## src/nco_params.svh

```systemverilog
// Constants of the phase accumulator block: offsets, fields, resets.
// Assumes inclusion by the package and the modules by bare name.
`ifndef NCO_PARAMS_SVH
`define NCO_PARAMS_SVH

// ----------------------------------------------------------------
// Widths
// ----------------------------------------------------------------
`define PHASE_W      20
`define PHASE_MSB    19
`define NUM_SRC_MSB  10
`define SRC_LO       1
`define PCNT_W       8

// ----------------------------------------------------------------
// Register byte addresses
// ----------------------------------------------------------------
`define OFS_CONTROL    8'h00
`define OFS_CLOCK_CFG  8'h04
`define OFS_ACC_LOW    8'h08
`define OFS_ACC_HIGH   8'h0c
`define OFS_ACC_UPPER  8'h10
`define OFS_STEP_LOW   8'h14
`define OFS_STEP_HIGH  8'h18
`define OFS_STEP_UPPER 8'h1c
`define OFS_IRQ_STATUS 8'h20
`define OFS_IRQ_CLEAR  8'h24
`define OFS_IRQ_ENABLE 8'h28

// ----------------------------------------------------------------
// Fields
// ----------------------------------------------------------------
`define CTL_EN_BIT    7
`define CTL_OUT_BIT   5
`define CTL_POL_BIT   4
`define CTL_PFM_BIT   0
`define CLK_PWS_HI    7
`define CLK_PWS_LO    5
`define CLK_CKS_HI    3
`define CLK_CKS_LO    0
`define IRQ_OVF_BIT   0
`define LANE_LOW      2'h0
`define LANE_HIGH     2'h1
`define LANE_UPPER    2'h2

// ----------------------------------------------------------------
// Reset values and codes
// ----------------------------------------------------------------
`define STEP_RESET    20'h00001
`define ACC_RESET     20'h00000
`define CKS_SYSCLK    4'h0
`define CKS_LAST      4'ha
`define UPPER_PAD     4'h0

`endif

```

## src/nco_pkg.sv

```systemverilog
// Types shared by the phase accumulator modules.
// Assumes nco_params.svh is on the include path.
`include "nco_params.svh"

package nco_pkg;
  typedef logic [`PHASE_MSB:0] phase_type;
  typedef logic [7:0]          byte_type;
  typedef enum logic {PULSE_IDLE, PULSE_ACTIVE} pulse_state_type;
endpackage

```

## src/nco_phase_accumulator_regs.sv

```systemverilog
// Phase accumulator, double-buffered step and APB registers.
// Assumes an APB master on pclk and synchronous source levels.
//
// Summary of operation
// - Accumulator 20 bits, upper byte top reads zero
// - Accumulator runs freely, reads not coherent
// - Step 20 bits, upper byte top reads zero
// - Working step loads on falling source edge
// - Reset sets step to one
// - Reset clears accumulator, bytes read/write
// - Four-bit code selects source clock
// - Pulse width used only in pulse mode
`timescale 1ns/1ps
`include "nco_params.svh"

module nco_phase_accumulator_regs
  import nco_pkg::*;
(
  input  wire logic                         pclk,
  input  wire logic                         presetn,
  input  wire logic                         psel,
  input  wire logic                         penable,
  input  wire logic                         pwrite,
  input  wire logic [7:0]                   paddr,
  input  wire logic [31:0]                  pwdata,
  output logic [31:0]                       prdata,
  output logic                              pready,
  output logic                              pslverr,
  input  wire logic [`NUM_SRC_MSB:`SRC_LO]  src_in,
  output logic                              osc_out,
  output logic                              overflow_pulse,
  output logic                              irq
);

  // ----------------------------------------------------------------
  // Helpers
  // ----------------------------------------------------------------
  function automatic phase_type put_byte(input phase_type v, input logic [1:0] lane,
                                         input byte_type b);
    phase_type r;
    r = v;
    unique case (lane)
      `LANE_LOW:  r[7:0] = b;
      `LANE_HIGH: r[15:8] = b;
      default:    r[`PHASE_MSB:16] = b[3:0];
    endcase
    return r;
  endfunction

  function automatic byte_type get_byte(input phase_type v, input logic [1:0] lane);
    byte_type r;
    r = 8'h00;
    unique case (lane)
      `LANE_LOW:  r = v[7:0];
      `LANE_HIGH: r = v[15:8];
      default:    r = {`UPPER_PAD, v[`PHASE_MSB:16]};
    endcase
    return r;
  endfunction

  function automatic logic is_mapped(input logic [7:0] a);
    return a == `OFS_CONTROL || a == `OFS_CLOCK_CFG || a == `OFS_ACC_LOW ||
           a == `OFS_ACC_HIGH || a == `OFS_ACC_UPPER || a == `OFS_STEP_LOW ||
           a == `OFS_STEP_HIGH || a == `OFS_STEP_UPPER || a == `OFS_IRQ_STATUS ||
           a == `OFS_IRQ_CLEAR || a == `OFS_IRQ_ENABLE;
  endfunction

  // ----------------------------------------------------------------
  // State
  // ----------------------------------------------------------------
  logic            en_reg, en_next, pol_reg, pol_next, pfm_reg, pfm_next;
  logic [2:0]      pws_reg, pws_next;
  logic [3:0]      cks_reg, cks_next;
  phase_type       acc_reg, acc_next, step_reg, step_next, work_reg, work_next;
  logic            pending_reg, pending_next;
  logic            out_reg, out_next, osc_reg, osc_next, ovf_reg;
  pulse_state_type pulse_state_reg, pulse_state_next;
  logic [`PCNT_W-1:0] pcnt_reg, pcnt_next, pwidth;
  logic            status_reg, status_next, irq_en_reg, irq_en_next;
  logic [31:0]     prdata_reg, prdata_next;
  logic            rise_tick, fall_tick, ovf_event;
  logic            wr, setup;
  logic [1:0]      lane;
  logic [`PHASE_W:0] sum;

  nco_source_select u_src (
    .pclk      (pclk),
    .presetn   (presetn),
    .src_in    (src_in),
    .cks       (cks_reg),
    .rise_tick (rise_tick),
    .fall_tick (fall_tick)
  );

  // ----------------------------------------------------------------
  // APB decode
  // ----------------------------------------------------------------
  assign setup   = psel & ~penable;
  assign wr      = psel & penable & pwrite & is_mapped(paddr);
  assign pready  = 1'b1;
  assign pslverr = psel & penable & ~is_mapped(paddr);
  assign prdata  = prdata_reg;
  assign lane    = (paddr == `OFS_ACC_LOW || paddr == `OFS_STEP_LOW) ? `LANE_LOW :
                   (paddr == `OFS_ACC_HIGH || paddr == `OFS_STEP_HIGH) ? `LANE_HIGH :
                   `LANE_UPPER;

  // Read data captured in setup, shown in access
  always_comb begin
    prdata_next = prdata_reg;
    if (setup) begin
      prdata_next = 32'h0000_0000;
      unique case (paddr)
        `OFS_CONTROL: begin
          prdata_next[`CTL_EN_BIT]  = en_reg;
          prdata_next[`CTL_OUT_BIT] = out_reg;
          prdata_next[`CTL_POL_BIT] = pol_reg;
          prdata_next[`CTL_PFM_BIT] = pfm_reg;
        end
        `OFS_CLOCK_CFG: begin
          prdata_next[`CLK_PWS_HI:`CLK_PWS_LO] = pws_reg;
          prdata_next[`CLK_CKS_HI:`CLK_CKS_LO] = cks_reg;
        end
        `OFS_ACC_LOW, `OFS_ACC_HIGH, `OFS_ACC_UPPER:
          prdata_next[7:0] = get_byte(acc_reg, lane);
        `OFS_STEP_LOW, `OFS_STEP_HIGH, `OFS_STEP_UPPER:
          prdata_next[7:0] = get_byte(step_reg, lane);
        `OFS_IRQ_STATUS: prdata_next[`IRQ_OVF_BIT] = status_reg;
        `OFS_IRQ_ENABLE: prdata_next[`IRQ_OVF_BIT] = irq_en_reg;
        default: prdata_next = 32'h0000_0000;
      endcase
    end
  end

  // ----------------------------------------------------------------
  // Configuration and step registers
  // ----------------------------------------------------------------
  always_comb begin
    en_next      = en_reg;
    pol_next     = pol_reg;
    pfm_next     = pfm_reg;
    pws_next     = pws_reg;
    cks_next     = cks_reg;
    step_next    = step_reg;
    irq_en_next  = irq_en_reg;
    work_next    = work_reg;
    pending_next = pending_reg;
    if (pending_reg && fall_tick) begin
      work_next    = step_reg;
      pending_next = 1'b0;
    end
    if (wr) begin
      unique case (paddr)
        `OFS_CONTROL: begin
          en_next  = pwdata[`CTL_EN_BIT];
          pol_next = pwdata[`CTL_POL_BIT];
          pfm_next = pwdata[`CTL_PFM_BIT];
        end
        `OFS_CLOCK_CFG: begin
          pws_next = pwdata[`CLK_PWS_HI:`CLK_PWS_LO];
          cks_next = pwdata[`CLK_CKS_HI:`CLK_CKS_LO];
        end
        `OFS_STEP_LOW: begin
          step_next    = put_byte(step_reg, lane, pwdata[7:0]);
          pending_next = 1'b1;
        end
        `OFS_STEP_HIGH, `OFS_STEP_UPPER:
          step_next = put_byte(step_reg, lane, pwdata[7:0]);
        `OFS_IRQ_ENABLE: irq_en_next = pwdata[`IRQ_OVF_BIT];
        default: en_next = en_reg;
      endcase
    end
  end

  // ----------------------------------------------------------------
  // Accumulator, output and interrupt
  // ----------------------------------------------------------------
  always_comb begin
    sum              = {1'b0, acc_reg} + {1'b0, work_reg};
    acc_next         = acc_reg;
    ovf_event        = 1'b0;
    out_next         = out_reg;
    pulse_state_next = pulse_state_reg;
    pcnt_next        = pcnt_reg;
    pwidth           = `PCNT_W'(1) << pws_reg;
    if (en_reg && rise_tick) begin
      acc_next  = sum[`PHASE_MSB:0];
      ovf_event = sum[`PHASE_W];
    end
    if (wr && (paddr == `OFS_ACC_LOW || paddr == `OFS_ACC_HIGH || paddr == `OFS_ACC_UPPER)) begin
      acc_next = put_byte(acc_reg, lane, pwdata[7:0]);
    end
    if (!pfm_reg) begin
      pulse_state_next = PULSE_IDLE;
      if (ovf_event) begin
        out_next = ~out_reg;
      end
    end else begin
      unique case (pulse_state_reg)
        PULSE_IDLE: begin
          if (ovf_event) begin
            out_next         = 1'b1;
            pcnt_next        = '0;
            pulse_state_next = PULSE_ACTIVE;
          end else begin
            out_next = 1'b0;
          end
        end
        PULSE_ACTIVE: begin
          if (rise_tick) begin
            pcnt_next = pcnt_reg + `PCNT_W'(1);
            if (pcnt_reg + `PCNT_W'(1) >= pwidth) begin
              out_next         = 1'b0;
              pulse_state_next = PULSE_IDLE;
            end
          end
        end
      endcase
    end
    osc_next    = out_next ^ pol_next;
    // Set wins over a clear in the same cycle
    status_next = status_reg;
    if (wr && paddr == `OFS_IRQ_CLEAR && pwdata[`IRQ_OVF_BIT]) begin
      status_next = 1'b0;
    end
    if (ovf_event) begin
      status_next = 1'b1;
    end
  end

  always_ff @(posedge pclk or negedge presetn) begin
    if (!presetn) begin
      en_reg          <= 1'b0;
      pol_reg         <= 1'b0;
      pfm_reg         <= 1'b0;
      pws_reg         <= 3'h0;
      cks_reg         <= `CKS_SYSCLK;
      step_reg        <= `STEP_RESET;
      work_reg        <= `STEP_RESET;
      pending_reg     <= 1'b0;
      acc_reg         <= `ACC_RESET;
      out_reg         <= 1'b0;
      osc_reg         <= 1'b0;
      ovf_reg         <= 1'b0;
      pulse_state_reg <= PULSE_IDLE;
      pcnt_reg        <= '0;
      status_reg      <= 1'b0;
      irq_en_reg      <= 1'b0;
      prdata_reg      <= 32'h0000_0000;
    end else begin
      en_reg          <= en_next;
      pol_reg         <= pol_next;
      pfm_reg         <= pfm_next;
      pws_reg         <= pws_next;
      cks_reg         <= cks_next;
      step_reg        <= step_next;
      work_reg        <= work_next;
      pending_reg     <= pending_next;
      acc_reg         <= acc_next;
      out_reg         <= out_next;
      osc_reg         <= osc_next;
      ovf_reg         <= ovf_event;
      pulse_state_reg <= pulse_state_next;
      pcnt_reg        <= pcnt_next;
      status_reg      <= status_next;
      irq_en_reg      <= irq_en_next;
      prdata_reg      <= prdata_next;
    end
  end

  assign osc_out        = osc_reg;
  assign overflow_pulse = ovf_reg;
  assign irq            = status_reg & irq_en_reg;
endmodule

```

## src/nco_source_select.sv

```systemverilog
// Source clock selector with edge ticks for the oscillator.
// Assumes source levels are synchronous to pclk.
`timescale 1ns/1ps
`include "nco_params.svh"

module nco_source_select
  import nco_pkg::*;
(
  input  wire logic                         pclk,
  input  wire logic                         presetn,
  input  wire logic [`NUM_SRC_MSB:`SRC_LO]  src_in,
  input  wire logic [3:0]                   cks,
  output logic                              rise_tick,
  output logic                              fall_tick
);

  logic level_reg;
  logic level_next;

  // ----------------------------------------------------------------
  // Selection and edges
  // ----------------------------------------------------------------
  always_comb begin
    level_next = 1'b0;
    if (cks != `CKS_SYSCLK && cks <= `CKS_LAST) begin
      level_next = src_in[cks];
    end
  end

  always_ff @(posedge pclk or negedge presetn) begin
    if (!presetn) begin
      level_reg <= 1'b0;
    end else begin
      level_reg <= level_next;
    end
  end

  // System clock code ticks every cycle
  assign rise_tick = (cks == `CKS_SYSCLK) | (level_next & ~level_reg);
  assign fall_tick = (cks == `CKS_SYSCLK) | (~level_next & level_reg);
endmodule

```

## config.mk

```make
export PLATFORM = sky130hd
export DESIGN_NAME = nco_phase_accumulator_regs
export DESIGN_NICKNAME = d
export VERILOG_FILES = /design/src/nco_pkg.sv /design/src/nco_phase_accumulator_regs.sv /design/src/nco_source_select.sv
export VERILOG_INCLUDE_DIRS = /design/src
export SDC_FILE = /design/constraint.sdc
export NUM_CORES = 1
export LEC_CHECK = 0
export BUFFER_PORTS_ARGS = -buffer_cell sky130_fd_sc_hd__clkbuf_2
export CORE_MARGIN = 2
export CORE_UTILIZATION = 46
export DETAILED_ROUTE_END_ITERATION = 6
export HOLD_SLACK_MARGIN = 0.05
export PLACE_DENSITY = 0.67
export REMOVE_ABC_BUFFERS = 1
export SLEW_MARGIN = 20
export SYNTH_ARGS = -nofsm -noshare
export SYNTH_HDL_FRONTEND = slang
export SYNTH_SLANG_ARGS = --single-unit
```

## constraint.sdc

```tcl
create_clock -name pclk -period 4.4 [get_ports pclk]
set_clock_uncertainty 0.2 [all_clocks]
set_input_delay 0.88 -clock pclk [delete_from_list [all_inputs] [get_ports pclk]]
set_output_delay 0.88 -clock pclk [all_outputs]
set_load 0.01 [all_outputs]
```

==> results.rst, run 1 <==
.. list-table::
   :header-rows: 1

   * - Metric
     - Value
   * - Area of all sequential standard cells
     - 0.00235 sq mm
   * - Root Driver
     - sky130_fd_sc_hd__clkbuf_16
   * - Maximum number of pins on one net before global-route repair
     - 82
   * - Setup-failing EPs final
     - 0
   * - Count of mapped cells out of synthesis
     - 594
   * - IO Port Bufs
     - 42
   * - Synthesis Warnings
     - 0
   * - RePlAce Congestion
     - 0.842
   * - Most used routing layer
     - met2
   * - Setup repair after global routing missed its margin
     - false
   * - Global Route met1 Usage
     - 28.0%
   * - Maximum clock insertion buffer count
     - 2
   * - Sum of routed wire length over all layers
     - 13,900 um
   * - Total Negative Setup Slacks
     - 0 ns
   * - Multi-input logic area
     - 0.00326 sq mm
   * - Slew headroom
     - 44.7%
   * - Total inserted antenna cells
     - 0
   * - Leakage
     - 3.08 nW
   * - Setup Crit Path Kind
     - register to register
   * - Post-cts repair resize count
     - 0
   * - Number of antenna violations at the first check in global routing
     - 0
   * - Fraction of the core area covered by cells at the end of the flow
     - 51.0%
   * - Fin crit share
     - 76.1%
   * - Hold-fix buffer count after cts
     - 0
   * - Number of cells traversed by the worst register-to-register path
     - 11
   * - First-pass GRT wire length
     - 22,400 um
   * - Data required, critical path
     - 4.43 ns
   * - Hold-critical path depth
     - 2
   * - Most used cells in the layout excluding fill and tap cells
     - sky130_fd_sc_hd__dfrtp_1 (92), sky130_fd_sc_hd__nand2_1 (51), sky130_fd_sc_hd__nor2_1 (45)
   * - TritonCTS clock tree
     - built
   * - Proportion of layout cells with a drive suffix above 1
     - 16.5%
   * - Grt met3 use
     - 3.35%
   * - Overall die width
     - 117 um
   * - Via count
     - 4,657
   * - Pin slew with the least headroom to its limit
     - 0.825 ns
   * - Clock-pin slew on the worst setup and hold paths
     - 0.06 ns
   * - Top fanout value on the critical path
     - 8
   * - Endpoint of the worst-slack reg-to-reg timing path
     - pcnt_reg[5]
   * - GRT Resource Usage Total
     - 21.3%
   * - Flip-flop cell with the highest count after synthesis
     - sky130_fd_sc_hd__dfrtp_1
   * - Power per unit of standard cell area
     - 276 mW/mm^2
   * - Peak supply drop
     - 0.182 mV
   * - Post-CTS Setup Inserts
     - 0
   * - Layout-stage area growth over the synthesis result
     - 9.07%
   * - Hpwl dp
     - 10,300 um
   * - Async SR Flop Fraction
     - 100%
   * - Sequential cell area fraction in the yosys report
     - 40.1%
   * - Outcome
     - complete, no violations
   * - Antenna viol nets, final
     - 0
   * - FP Rows
     - 41
   * - CTS buffer count
     - 9
   * - Count of cell types in the netlist
     - 74
   * - Drt pass-1 iters
     - 6
   * - Setup slack of the worst register-to-register path
     - 1.05 ns
   * - Iteration-0 DRC Markers
     - 401
   * - Critical R2R Launch
     - work_reg[0]
   * - Height of the chip
     - 117 um
   * - Wire length per cell
     - 17.4 um
   * - Latest clock arrival within the worst-skew pair
     - 0.34 ns
   * - Clock sinks
     - 94
   * - Post-synthesis instance area
     - 0.00588 sq mm
   * - Endpoint type of the worst setup path
     - register
   * - Highest clock rate
     - 299 MHz
   * - M2 GR Usage
     - 35.5%
   * - H-tree levels
     - 3
   * - Number of enable flip-flop cells after synthesis
     - 0
   * - Seq cells post-synth
     - 94
   * - Effective utilization at floorplan
     - 46.8%
   * - Number of failing hold endpoints at the final stage
     - 0
   * - Commonest non-fill, non-tap cell in the layout
     - sky130_fd_sc_hd__dfrtp_1
   * - Final Critical Period
     - 3.35 ns
   * - Hold Path Sink
     - prdata[4]
   * - Remaining Overflow, GRT
     - 0
   * - Number of vias per cell
     - 5.84
   * - Number of global-route vias before repair
     - 4,469
   * - Class of the most critical hold timing path
     - register to register
   * - Max-cap viol count
     - 0
   * - Post-route DRC violation count
     - 0
   * - Hold Slack
     - 0.286 ns
   * - Full die area
     - 0.0137 sq mm
   * - Top Ports
     - 92
   * - Average cell area after synthesis
     - 9.90 sq um
   * - Net total in the final layout
     - 706
   * - Critical path arrival
     - 3.37 ns
   * - # fillers
     - 1,154
   * - Floorplan Core Area
     - 0.0126 sq mm
   * - Worst min-delay path startpoint
     - prdata[4]
   * - Final number of max-transition violations
     - 0
   * - CP startpoint kind
     - register
==> synth_stat cells (all sizes together) (6+ instances only) <==
| library cell | instances | share of area [%] |
|---|---|---|
| a211oi | 7 | 0.89 |
| a21o | 9 | 1.1 |
| a21oi | 16 | 1.4 |
| a222oi | 9 | 1.5 |
| a22oi | 9 | 1.1 |
| a31oi | 20 | 2.1 |
| and2 | 7 | 0.74 |
| and3 | 9 | 0.96 |
| buf | 39 | 4.5 |
| clkbuf | 16 | 1.0 |
| dfrtp | 92 | 39 |
| ha | 29 | 6.2 |
| inv | 8 | 0.51 |
| mux2 | 52 | 10 |
| nand2 | 51 | 3.3 |
| nand2b | 6 | 0.77 |
| nand3 | 15 | 1.5 |
| nor2 | 46 | 3.1 |
| nor3 | 13 | 1.2 |
| o21a | 7 | 0.89 |
| o21ai | 32 | 2.7 |
| o22ai | 7 | 0.74 |
| xnor2 | 8 | 1.2 |
| xor2 | 11 | 1.6 |
==> stage by stage <==
step | area [sq um] | std cells | worst slack (ns) | power (mW)
after CTS | 6410 | 798 | 1.06 | 1.78
after global placement | 6110 | 782 | 0.915 | 1.01
after floorplan | 5640 | 562 | 0.962 | 0.950
after global routing | 6410 | 798 | 0.857 | 1.83
final | 6410 | 798 | 1.05 | 1.77
after detailed placement | 6110 | 782 | 0.834 | 1.01
==> power breakdown <==
| part | internal, mW | leakage [nW] | switching, mW |
|---|---|---|---|
| clock network | 0.454 | 0.143 | 0.318 |
| logic | 0.0378 | 1.67 | 0.0729 |
| registers | 0.876 | 1.27 | 0.0104 |
==> worst max-delay path by stage <==
stage,cells past startpoint,to,slack [ns],startpoint
3_5_place_dp,9,acc_reg[1],0.83,paddr[1]
3_3_place_gp,9,acc_reg[1],0.92,paddr[1]
2_1_floorplan,8,acc_reg[1],0.96,paddr[1]
6_report,11,pcnt_reg[5],1.05,work_reg[0]
4_1_cts,11,pcnt_reg[5],1.06,work_reg[0]
5_1_grt,11,pcnt_reg[5],0.86,work_reg[0]
==> metal layers <==
layer	routed length (um)	up-vias
met4	344	0
met2	6820	132
met5	0	-
met1	6000	2305
met3	694	22
li1	-	2198
==> kinds of logic (layout without fill, tap and decap cells) <==
logic type,Yosys count,in the layout,synth area share (%)
XOR/XNOR,19,19,2.83
adder cells (fa/ha/maj),30,30,6.51
AND/OR/NAND/NOR,181,181,15.9
multiplexers,56,56,10.9
AO/OA/AOI/OAI,149,149,17.7
flip-flops,94,94,40.1
buffers and inverters,63,72,6.02
other,2,25,0.128
==> worst max-delay path, stage by stage, from the launching register on <==
cell and delay, ns:
sky130_fd_sc_hd__dfstp_2 0.53, sky130_fd_sc_hd__ha_1 0.21, sky130_fd_sc_hd__inv_1 0.07, sky130_fd_sc_hd__fa_1 0.40, sky130_fd_sc_hd__nor2b_1 0.23, sky130_fd_sc_hd__o31ai_1 0.10
sky130_fd_sc_hd__a21oi_1 0.22, sky130_fd_sc_hd__o311a_1 0.35, sky130_fd_sc_hd__a21oi_2 0.15, sky130_fd_sc_hd__o41a_1 0.52, sky130_fd_sc_hd__o21ai_1 0.17, sky130_fd_sc_hd__o31ai_1 0.08
==> final cells by class <==
cell class,instances,share of cell area [%]
multi-input cells,460,50.8
clock buffers,12,3.84
clock inverters,4,0.741
well taps,172,3.36
inverters,8,0.468
flip-flops and latches,94,36.7
repair buffers,48,4.08
No activity file was read; power rests on OpenSTA's default activity.
==> run 2: changes to the inputs <==
ABC_AREA = 1   (was default)
PLACE_DENSITY = 0.69   (was 0.67)
clock period = 2.8 ns   (was 4.4 ns; I/O delays follow)
==> run 2 against run 1 <==
Net effect:
- core utilization grew 1.9 points
- largest power group is now the clock network
- clock-buffer cell count shrank 1
- critical endpoint is now acc_reg[16]
- register-to-register slack lost 0.91 ns
- hold slack lost 0.0081 ns
- largest cell class unchanged
==> results.rst, run 2 <==
.. list-table::
   :header-rows: 1

   * - Metric
     - Value
   * - Full die area
     - 0.0149 sq mm
   * - Setup Slack @ Placement
     - -0.0289 ns
   * - Number of enable flip-flop cells after synthesis
     - 0
   * - Endpoint type of the worst setup path
     - register
   * - Overall die width
     - 122 um
   * - Largest incremental delay on the critical path
     - 0.54 ns
   * - Seq cells post-synth
     - 94
   * - # fillers
     - 1,389
   * - Clock sinks
     - 94
   * - IO Port Bufs
     - 42
   * - Max-cap viol count
     - 0
   * - Maximum clock insertion buffer count
     - 2
   * - Count of cell types in the netlist
     - 43
   * - Final Critical Period
     - 2.65 ns
   * - TritonCTS clock tree
     - built
   * - CTS buffer count
     - 9
   * - Total Negative Setup Slacks
     - 0 ns
   * - Total inserted antenna cells
     - 0
   * - Data required, critical path
     - 2.85 ns
   * - Class of the most critical hold timing path
     - register to register
   * - Top fanout value on the critical path
     - 3
   * - Most used cells in the layout excluding fill and tap cells
     - sky130_fd_sc_hd__nand2_1 (256), sky130_fd_sc_hd__inv_1 (114), sky130_fd_sc_hd__dfrtp_1 (92)
   * - Most common cell on crit path
     - sky130_fd_sc_hd__nand2_1
   * - Clock-pin slew on the worst setup and hold paths
     - 0.07 ns
   * - Minimum setup slack in the final design
     - 0.148 ns
   * - H-tree levels
     - 3
   * - Floorplan Core Area
     - 0.0137 sq mm
   * - Outcome
     - complete, no violations
   * - Number of global-route vias before repair
     - 5,649
   * - Drt pass-1 iters
     - 6
   * - Height of the chip
     - 122 um
   * - Buffering stage count on the worst path with inverters included
     - 1
   * - Latest clock arrival within the worst-skew pair
     - 0.36 ns
   * - Count of mapped cells out of synthesis
     - 889
   * - Flip-flop cell with the highest count after synthesis
     - sky130_fd_sc_hd__dfrtp_1
   * - FP Rows
     - 43
   * - RePlAce Congestion
     - 0.935
   * - Critical path, cell by cell
     - ha_1 -> inv_1 -> fa_1 -> o21ai_2 -> a21oi_1 -> o21bai_1 -> nand2_1 -> nand2_1 -> nand2_1 -> nand3_1 -> nand2_1 -> nand2_1 -> nand2_1
   * - GRT Resource Usage Total
     - 25.2%
   * - Number of vias per cell
     - 5.26
   * - Synthesis Warnings
     - 0
   * - Slew headroom
     - 60.4%
   * - Peak supply drop
     - 0.324 mV
   * - Effective utilization at floorplan
     - 46.7%
   * - Wire length per cell
     - 15.6 um
   * - Remaining Overflow, GRT
     - 0
   * - Most common library cells after synthesis
     - sky130_fd_sc_hd__nand2_1 (256), sky130_fd_sc_hd__inv_1 (116), sky130_fd_sc_hd__dfrtp_1 (92)
   * - Layout-stage area growth over the synthesis result
     - 13.4%
   * - Placed cell count
     - 1,112
   * - Sequential cell area fraction in the yosys report
     - 36.8%
   * - CP startpoint kind
     - register
   * - Net total in the final layout
     - 1,031
   * - Pin slew with the least headroom to its limit
     - 0.594 ns
   * - Highest clock rate
     - 377 MHz
   * - Post-route DRC violation count
     - 0
   * - Antenna viol nets, final
     - 0
   * - Number of antenna violations at the first check in global routing
     - 0
   * - Most instantiated library cell after synthesis
     - sky130_fd_sc_hd__nand2_1
   * - Async SR Flop Fraction
     - 100%
   * - Count of placed standard cells in the final layout, fillers left out
     - 1,131
   * - Power per unit of standard cell area
     - 415 mW/mm^2
   * - Iteration-0 DRC Markers
     - 408
   * - Hpwl dp
     - 13,500 um
   * - Fraction of synthesized cell area taken by the top area cell type
     - 36.0%
   * - Largest delay contributor family on the critical path
     - compound AO/OA/AOI/OAI gates
   * - Proportion of layout cells with a drive suffix above 1
     - 14.8%
   * - Leakage
     - 3.98 nW
   * - Library cell with the largest summed area after synthesis
     - sky130_fd_sc_hd__dfrtp_1
   * - Commonest non-fill, non-tap cell in the layout
     - sky130_fd_sc_hd__nand2_1
   * - Via count
     - 5,948
   * - Post-synthesis instance area
     - 0.00640 sq mm
   * - Average cell area after synthesis
     - 7.20 sq um
   * - Maximum number of pins on one net before global-route repair
     - 41
   * - Final number of max-transition violations
     - 0
   * - Number of failing hold endpoints at the final stage
     - 0
   * - Setup Crit Path Kind
     - register to register
   * - Top Ports
     - 92
   * - Root Driver
     - sky130_fd_sc_hd__clkbuf_16
   * - Critical-path cell with the highest stage delay
     - sky130_fd_sc_hd__dfstp_2
   * - Sum of routed wire length over all layers
     - 17,600 um
   * - Cell types occupying the most area after synthesis
     - sky130_fd_sc_hd__dfrtp_1 (36%), sky130_fd_sc_hd__nand2_1 (15%), sky130_fd_sc_hd__inv_1 (6.8%), sky130_fd_sc_hd__ha_1 (5.7%), sky130_fd_sc_hd__nand3_1 (5.6%)
   * - Critical path arrival
     - 2.70 ns
   * - Setup-failing EPs final
     - 0
   * - Fin crit share
     - 94.7%
   * - First-pass GRT wire length
     - 28,600 um
==> run 2: changes by cell type after synthesis, sizes merged, moves of 15 or more <==
cell | previous run | this run
o21ai | 32 | 89
nand2 | 51 | 272
nand3 | 15 | 76
a31oi | 20 | 2
mux2 | 52 | 1
a21oi | 16 | 31
inv | 8 | 123
==> run 2: layout make-up <==
type / count / area (sq um) / area share [%]
Multi-Input combinational cell: 652 / 3440 / 47.4
Inverter: 123 / 462 / 6.36
Timing Repair Buffer: 66 / 420 / 5.79
Clock buffer: 11 / 253 / 3.48
Tap cell: 180 / 225 / 3.10
Clock inverter: 5 / 105 / 1.45
Sequential cell: 94 / 2350 / 32.4
==> run 2: cell families after synthesis <==
logic type	count (synthesis)	share of synthesized area [%]
simple gates	432	30.3
buf+inv	167	12.0
compound gates	145	12.1
flops	94	36.8
fa+ha+maj	30	5.98
xor+xnor	18	2.46
other cells	2	0.117
mux	1	0.176
==> run 2: final timing paths <==
kind | from | end | slack, ns | cells after the start
worst max-delay path | work_reg[0] | acc_reg[16] | 0.15 | 13
worst min-delay path | step_reg[0] | step_reg[0] | 0.28 | 2
worst max register to register | work_reg[0] | acc_reg[16] | 0.15 | 13
worst min register to register | step_reg[0] | step_reg[0] | 0.28 | 2
max in group asynchronous | presetn | work_reg[0] | 1.15 | 3
min in group asynchronous | presetn | acc_reg[5] | 0.55 | 2
==> run 2: metal layers <==
metal | up-vias | track usage [%] | wire, um
li1 | 2926 | - | -
met1 | 2757 | 33.6 | 7730
met2 | 218 | 40.4 | 8130
met3 | 47 | 5.24 | 1170
met4 | 0 | 9.20 | 585
met5 | - | 0 | 0
==> run 2: worst min-delay path, stage by stage (launching register included) <==
cell,delay (ns)
sky130_fd_sc_hd__dfstp_2,0.37
sky130_fd_sc_hd__nand2_1,0.05
sky130_fd_sc_hd__o21ai_1,0.05
==> run 2: repair_timing <==
action	4_1_cts	5_1_grt
pin swaps	0	5
endpoints found under the hold margin	37	0
gates cloned	0	1
endpoints found under the setup margin	1	14
setup buffers	0	1
hold buffers	1	0
resized for setup	1	15
==> run 2: power by group <==
| group | switching [mW] | total [mW] | leakage, nW | internal (mW) |
|---|---|---|---|---|
| sequential | 0.00754 | 1.38 | 1.25 | 1.37 |
| clock | 0.557 | 1.48 | 0.168 | 0.922 |
| combinational | 0.108 | 0.155 | 2.56 | 0.0462 |
| total | 0.673 | 3.01 | 3.98 | 2.34 |
==> run 2: stage by stage <==
stage / hold WS (ns) / power (mW) / utilization [%] / area, sq um
after floorplan: 0.0644 / 1.46 / - / 6180
after global placement: 0.262 / 1.56 / 49.6 / 6810
after detailed placement: 0.268 / 1.56 / 49.6 / 6810
after CTS: 0.279 / 3.03 / 52.3 / 7180
after global routing: 0.301 / 3.10 / 52.9 / 7260
final: 0.278 / 3.01 / 52.9 / 7260
==> run 3: changes to the inputs <==
REMOVE_ABC_BUFFERS = default   (was 1)
==> run 3 against run 2 <==
Net effect:
- die area did not move
- core utilization fell by 0.091 points
- critical path depth fell by 1
- sequential cell count did not move
- first-iteration DRC count rose by 57%
- critical endpoint is now acc_reg[8]
- critical path type unchanged
==> results.rst, run 3 (synthesized netlist as in run 2, its figures left out) <==
.. list-table::
   :header-rows: 1

   * - Metric
     - Value
   * - Outcome
     - complete, no violations
   * - DP Area
     - 0.00682 sq mm
   * - Proportion of layout cells with a drive suffix above 1
     - 15.3%
   * - Number of global-route vias before repair
     - 5,300
   * - Clock-pin slew on the worst setup and hold paths
     - 0.07 ns
   * - Max-cap viol count
     - 0
   * - Critical-path cell with the highest stage delay
     - sky130_fd_sc_hd__dfstp_2
   * - Drt pass-1 iters
     - 7
   * - Power per unit of standard cell area
     - 399 mW/mm^2
   * - Number of failing hold endpoints at the final stage
     - 0
   * - Setup repair after global routing missed its margin
     - true
   * - Final instance area
     - 0.00724 sq mm
   * - Effective utilization at floorplan
     - 46.7%
   * - TritonCTS clock tree
     - built
   * - Full die area
     - 0.0149 sq mm
   * - Setup-failing EPs final
     - 0
   * - Final Critical Period
     - 2.67 ns
   * - H-tree levels
     - 3
   * - Total inserted antenna cells
     - 0
   * - Data required, critical path
     - 2.90 ns
   * - Number of vias per cell
     - 5.23
   * - Critical path arrival
     - 2.77 ns
   * - Via count
     - 5,929
   * - GRT Resource Usage Total
     - 24.1%
   * - Leakage
     - 3.97 nW
   * - Wire length per cell
     - 15.3 um
   * - RePlAce Congestion
     - 0.932
   * - Iteration-0 DRC Markers
     - 639
   * - Top fanout value on the critical path
     - 4
   * - Latest clock arrival within the worst-skew pair
     - 0.36 ns
   * - Highest clock rate
     - 374 MHz
   * - Hpwl dp
     - 13,400 um
   * - Class of the most critical hold timing path
     - register to register
   * - Endpoint type of the worst setup path
     - register
   * - Setup Crit Path Kind
     - register to register
   * - Sum of routed wire length over all layers
     - 17,300 um
   * - Layout-stage area growth over the synthesis result
     - 13.2%
   * - Height of the chip
     - 122 um
   * - CP startpoint kind
     - register
   * - Antenna viol nets, final
     - 0
   * - Clock sinks
     - 94
   * - Total power of the final layout
     - 2.89 mW
   * - Peak supply drop
     - 0.285 mV
   * - Floorplan Core Area
     - 0.0137 sq mm
   * - Post-route DRC violation count
     - 0
   * - FP Rows
     - 43
   * - Critical path, cell by cell
     - ha_1 -> inv_1 -> fa_1 -> o21ai_2 -> a21oi_1 -> o21bai_1 -> buf_4 -> xor2_1 -> nand2_1 -> nand2_1 -> nand2_1 -> nand2_1
   * - First-pass GRT wire length
     - 27,500 um
   * - Minimum setup slack in the final design
     - 0.129 ns
   * - Remaining Overflow, GRT
     - 0
   * - Overall die width
     - 122 um
   * - Maximum number of pins on one net before global-route repair
     - 49
   * - Net total in the final layout
     - 1,033
   * - Final number of max-transition violations
     - 0
   * - IO Port Bufs
     - 42
   * - Root Driver
     - sky130_fd_sc_hd__clkbuf_16
   * - Commonest non-fill, non-tap cell in the layout
     - sky130_fd_sc_hd__nand2_1
   * - Fin crit share
     - 95.4%
   * - CTS buffer count
     - 9
   * - Most used cells in the layout excluding fill and tap cells
     - sky130_fd_sc_hd__nand2_1 (254), sky130_fd_sc_hd__inv_1 (114), sky130_fd_sc_hd__dfrtp_1 (92)
   * - Most common cell on crit path
     - sky130_fd_sc_hd__nand2_1
   * - Number of antenna violations at the first check in global routing
     - 0
   * - Largest incremental delay on the critical path
     - 0.53 ns
   * - # fillers
     - 1,347
   * - Maximum clock insertion buffer count
     - 2
   * - Top Ports
     - 92
   * - Setup Slack @ Placement
     - 0.0289 ns
-- run 3: routing by layer --
| layer | wire length [um] | global-route usage (%) | share of wire (%) | vias up |
|---|---|---|---|---|
| met5 | 0 | 0 | 0 | - |
| met2 | 7870 | 36.2 | 45 | 208 |
| met4 | 365 | 7.76 | 2.1 | 0 |
| li1 | - | - | - | 2929 |
| met3 | 1090 | 3.75 | 6.3 | 27 |
| met1 | 8020 | 35.5 | 46 | 2765 |
-- run 3: path summary, 6_finish.rpt --
check / slack (ns) / startpoint / depth (start not counted) / end
max in group asynchronous: 1.29 / presetn / 3 / step_reg[0]
worst max-delay path: 0.13 / work_reg[0] / 12 / acc_reg[8]
worst min register to register: 0.29 / step_reg[17] / 2 / step_reg[17]
min in group asynchronous: 0.47 / presetn / 2 / acc_reg[5]
worst max register to register: 0.13 / work_reg[0] / 12 / acc_reg[8]
worst min-delay path: 0.29 / step_reg[17] / 2 / step_reg[17]
-- run 3: critical path, delay by kind of cell, from the launching register on --
family                   cells  cell delay (ns)
AO/OA/AOI/OAI                3             0.66
flip-flops                   1             0.53
adder cells (fa/ha/maj)      2             0.60
AND/OR/NAND/NOR              4             0.24
buffers and inverters        2             0.24
XOR/XNOR                     1             0.13
-- run 3: what timing repair did --
action | 4_1_cts | 5_1_grt
hold buffers | 1 | 0
resized for setup | 0 | 18
setup endpoints to repair | 0 | 14
endpoints found under the hold margin | 26 | 0
setup buffers | 0 | 1
-- run 3: area by class of cell --
class / instances / area (sq um) / share of cell area (%)
Sequential cell: 94 / 2350 / 32.5
Clock buffer: 10 / 229 / 3.16
Tap cell: 180 / 225 / 3.11
Inverter: 123 / 462 / 6.37
Multi-Input combinational cell: 652 / 3440 / 47.5
Clock inverter: 6 / 95.1 / 1.31
Timing Repair Buffer: 68 / 435 / 6.01
-- run 3: power by group --
group | total, mW | switching [mW] | internal [mW]
clock network | 1.36 | 0.569 | 0.791
logic | 0.152 | 0.106 | 0.0454
registers | 1.38 | 0.00745 | 1.37
-- run 3: stage by stage --
step                utilization [%]  TNS [ns]  instances  hold WS [ns]
CTS                            52.2         0       1131         0.289
finish                         52.8         0       1133         0.290
global route                   52.8   -0.0406       1133         0.314
global placement               49.7         0       1114         0.265
detailed placement             49.7         0       1114         0.272
floorplan                         -         0        912        0.0644
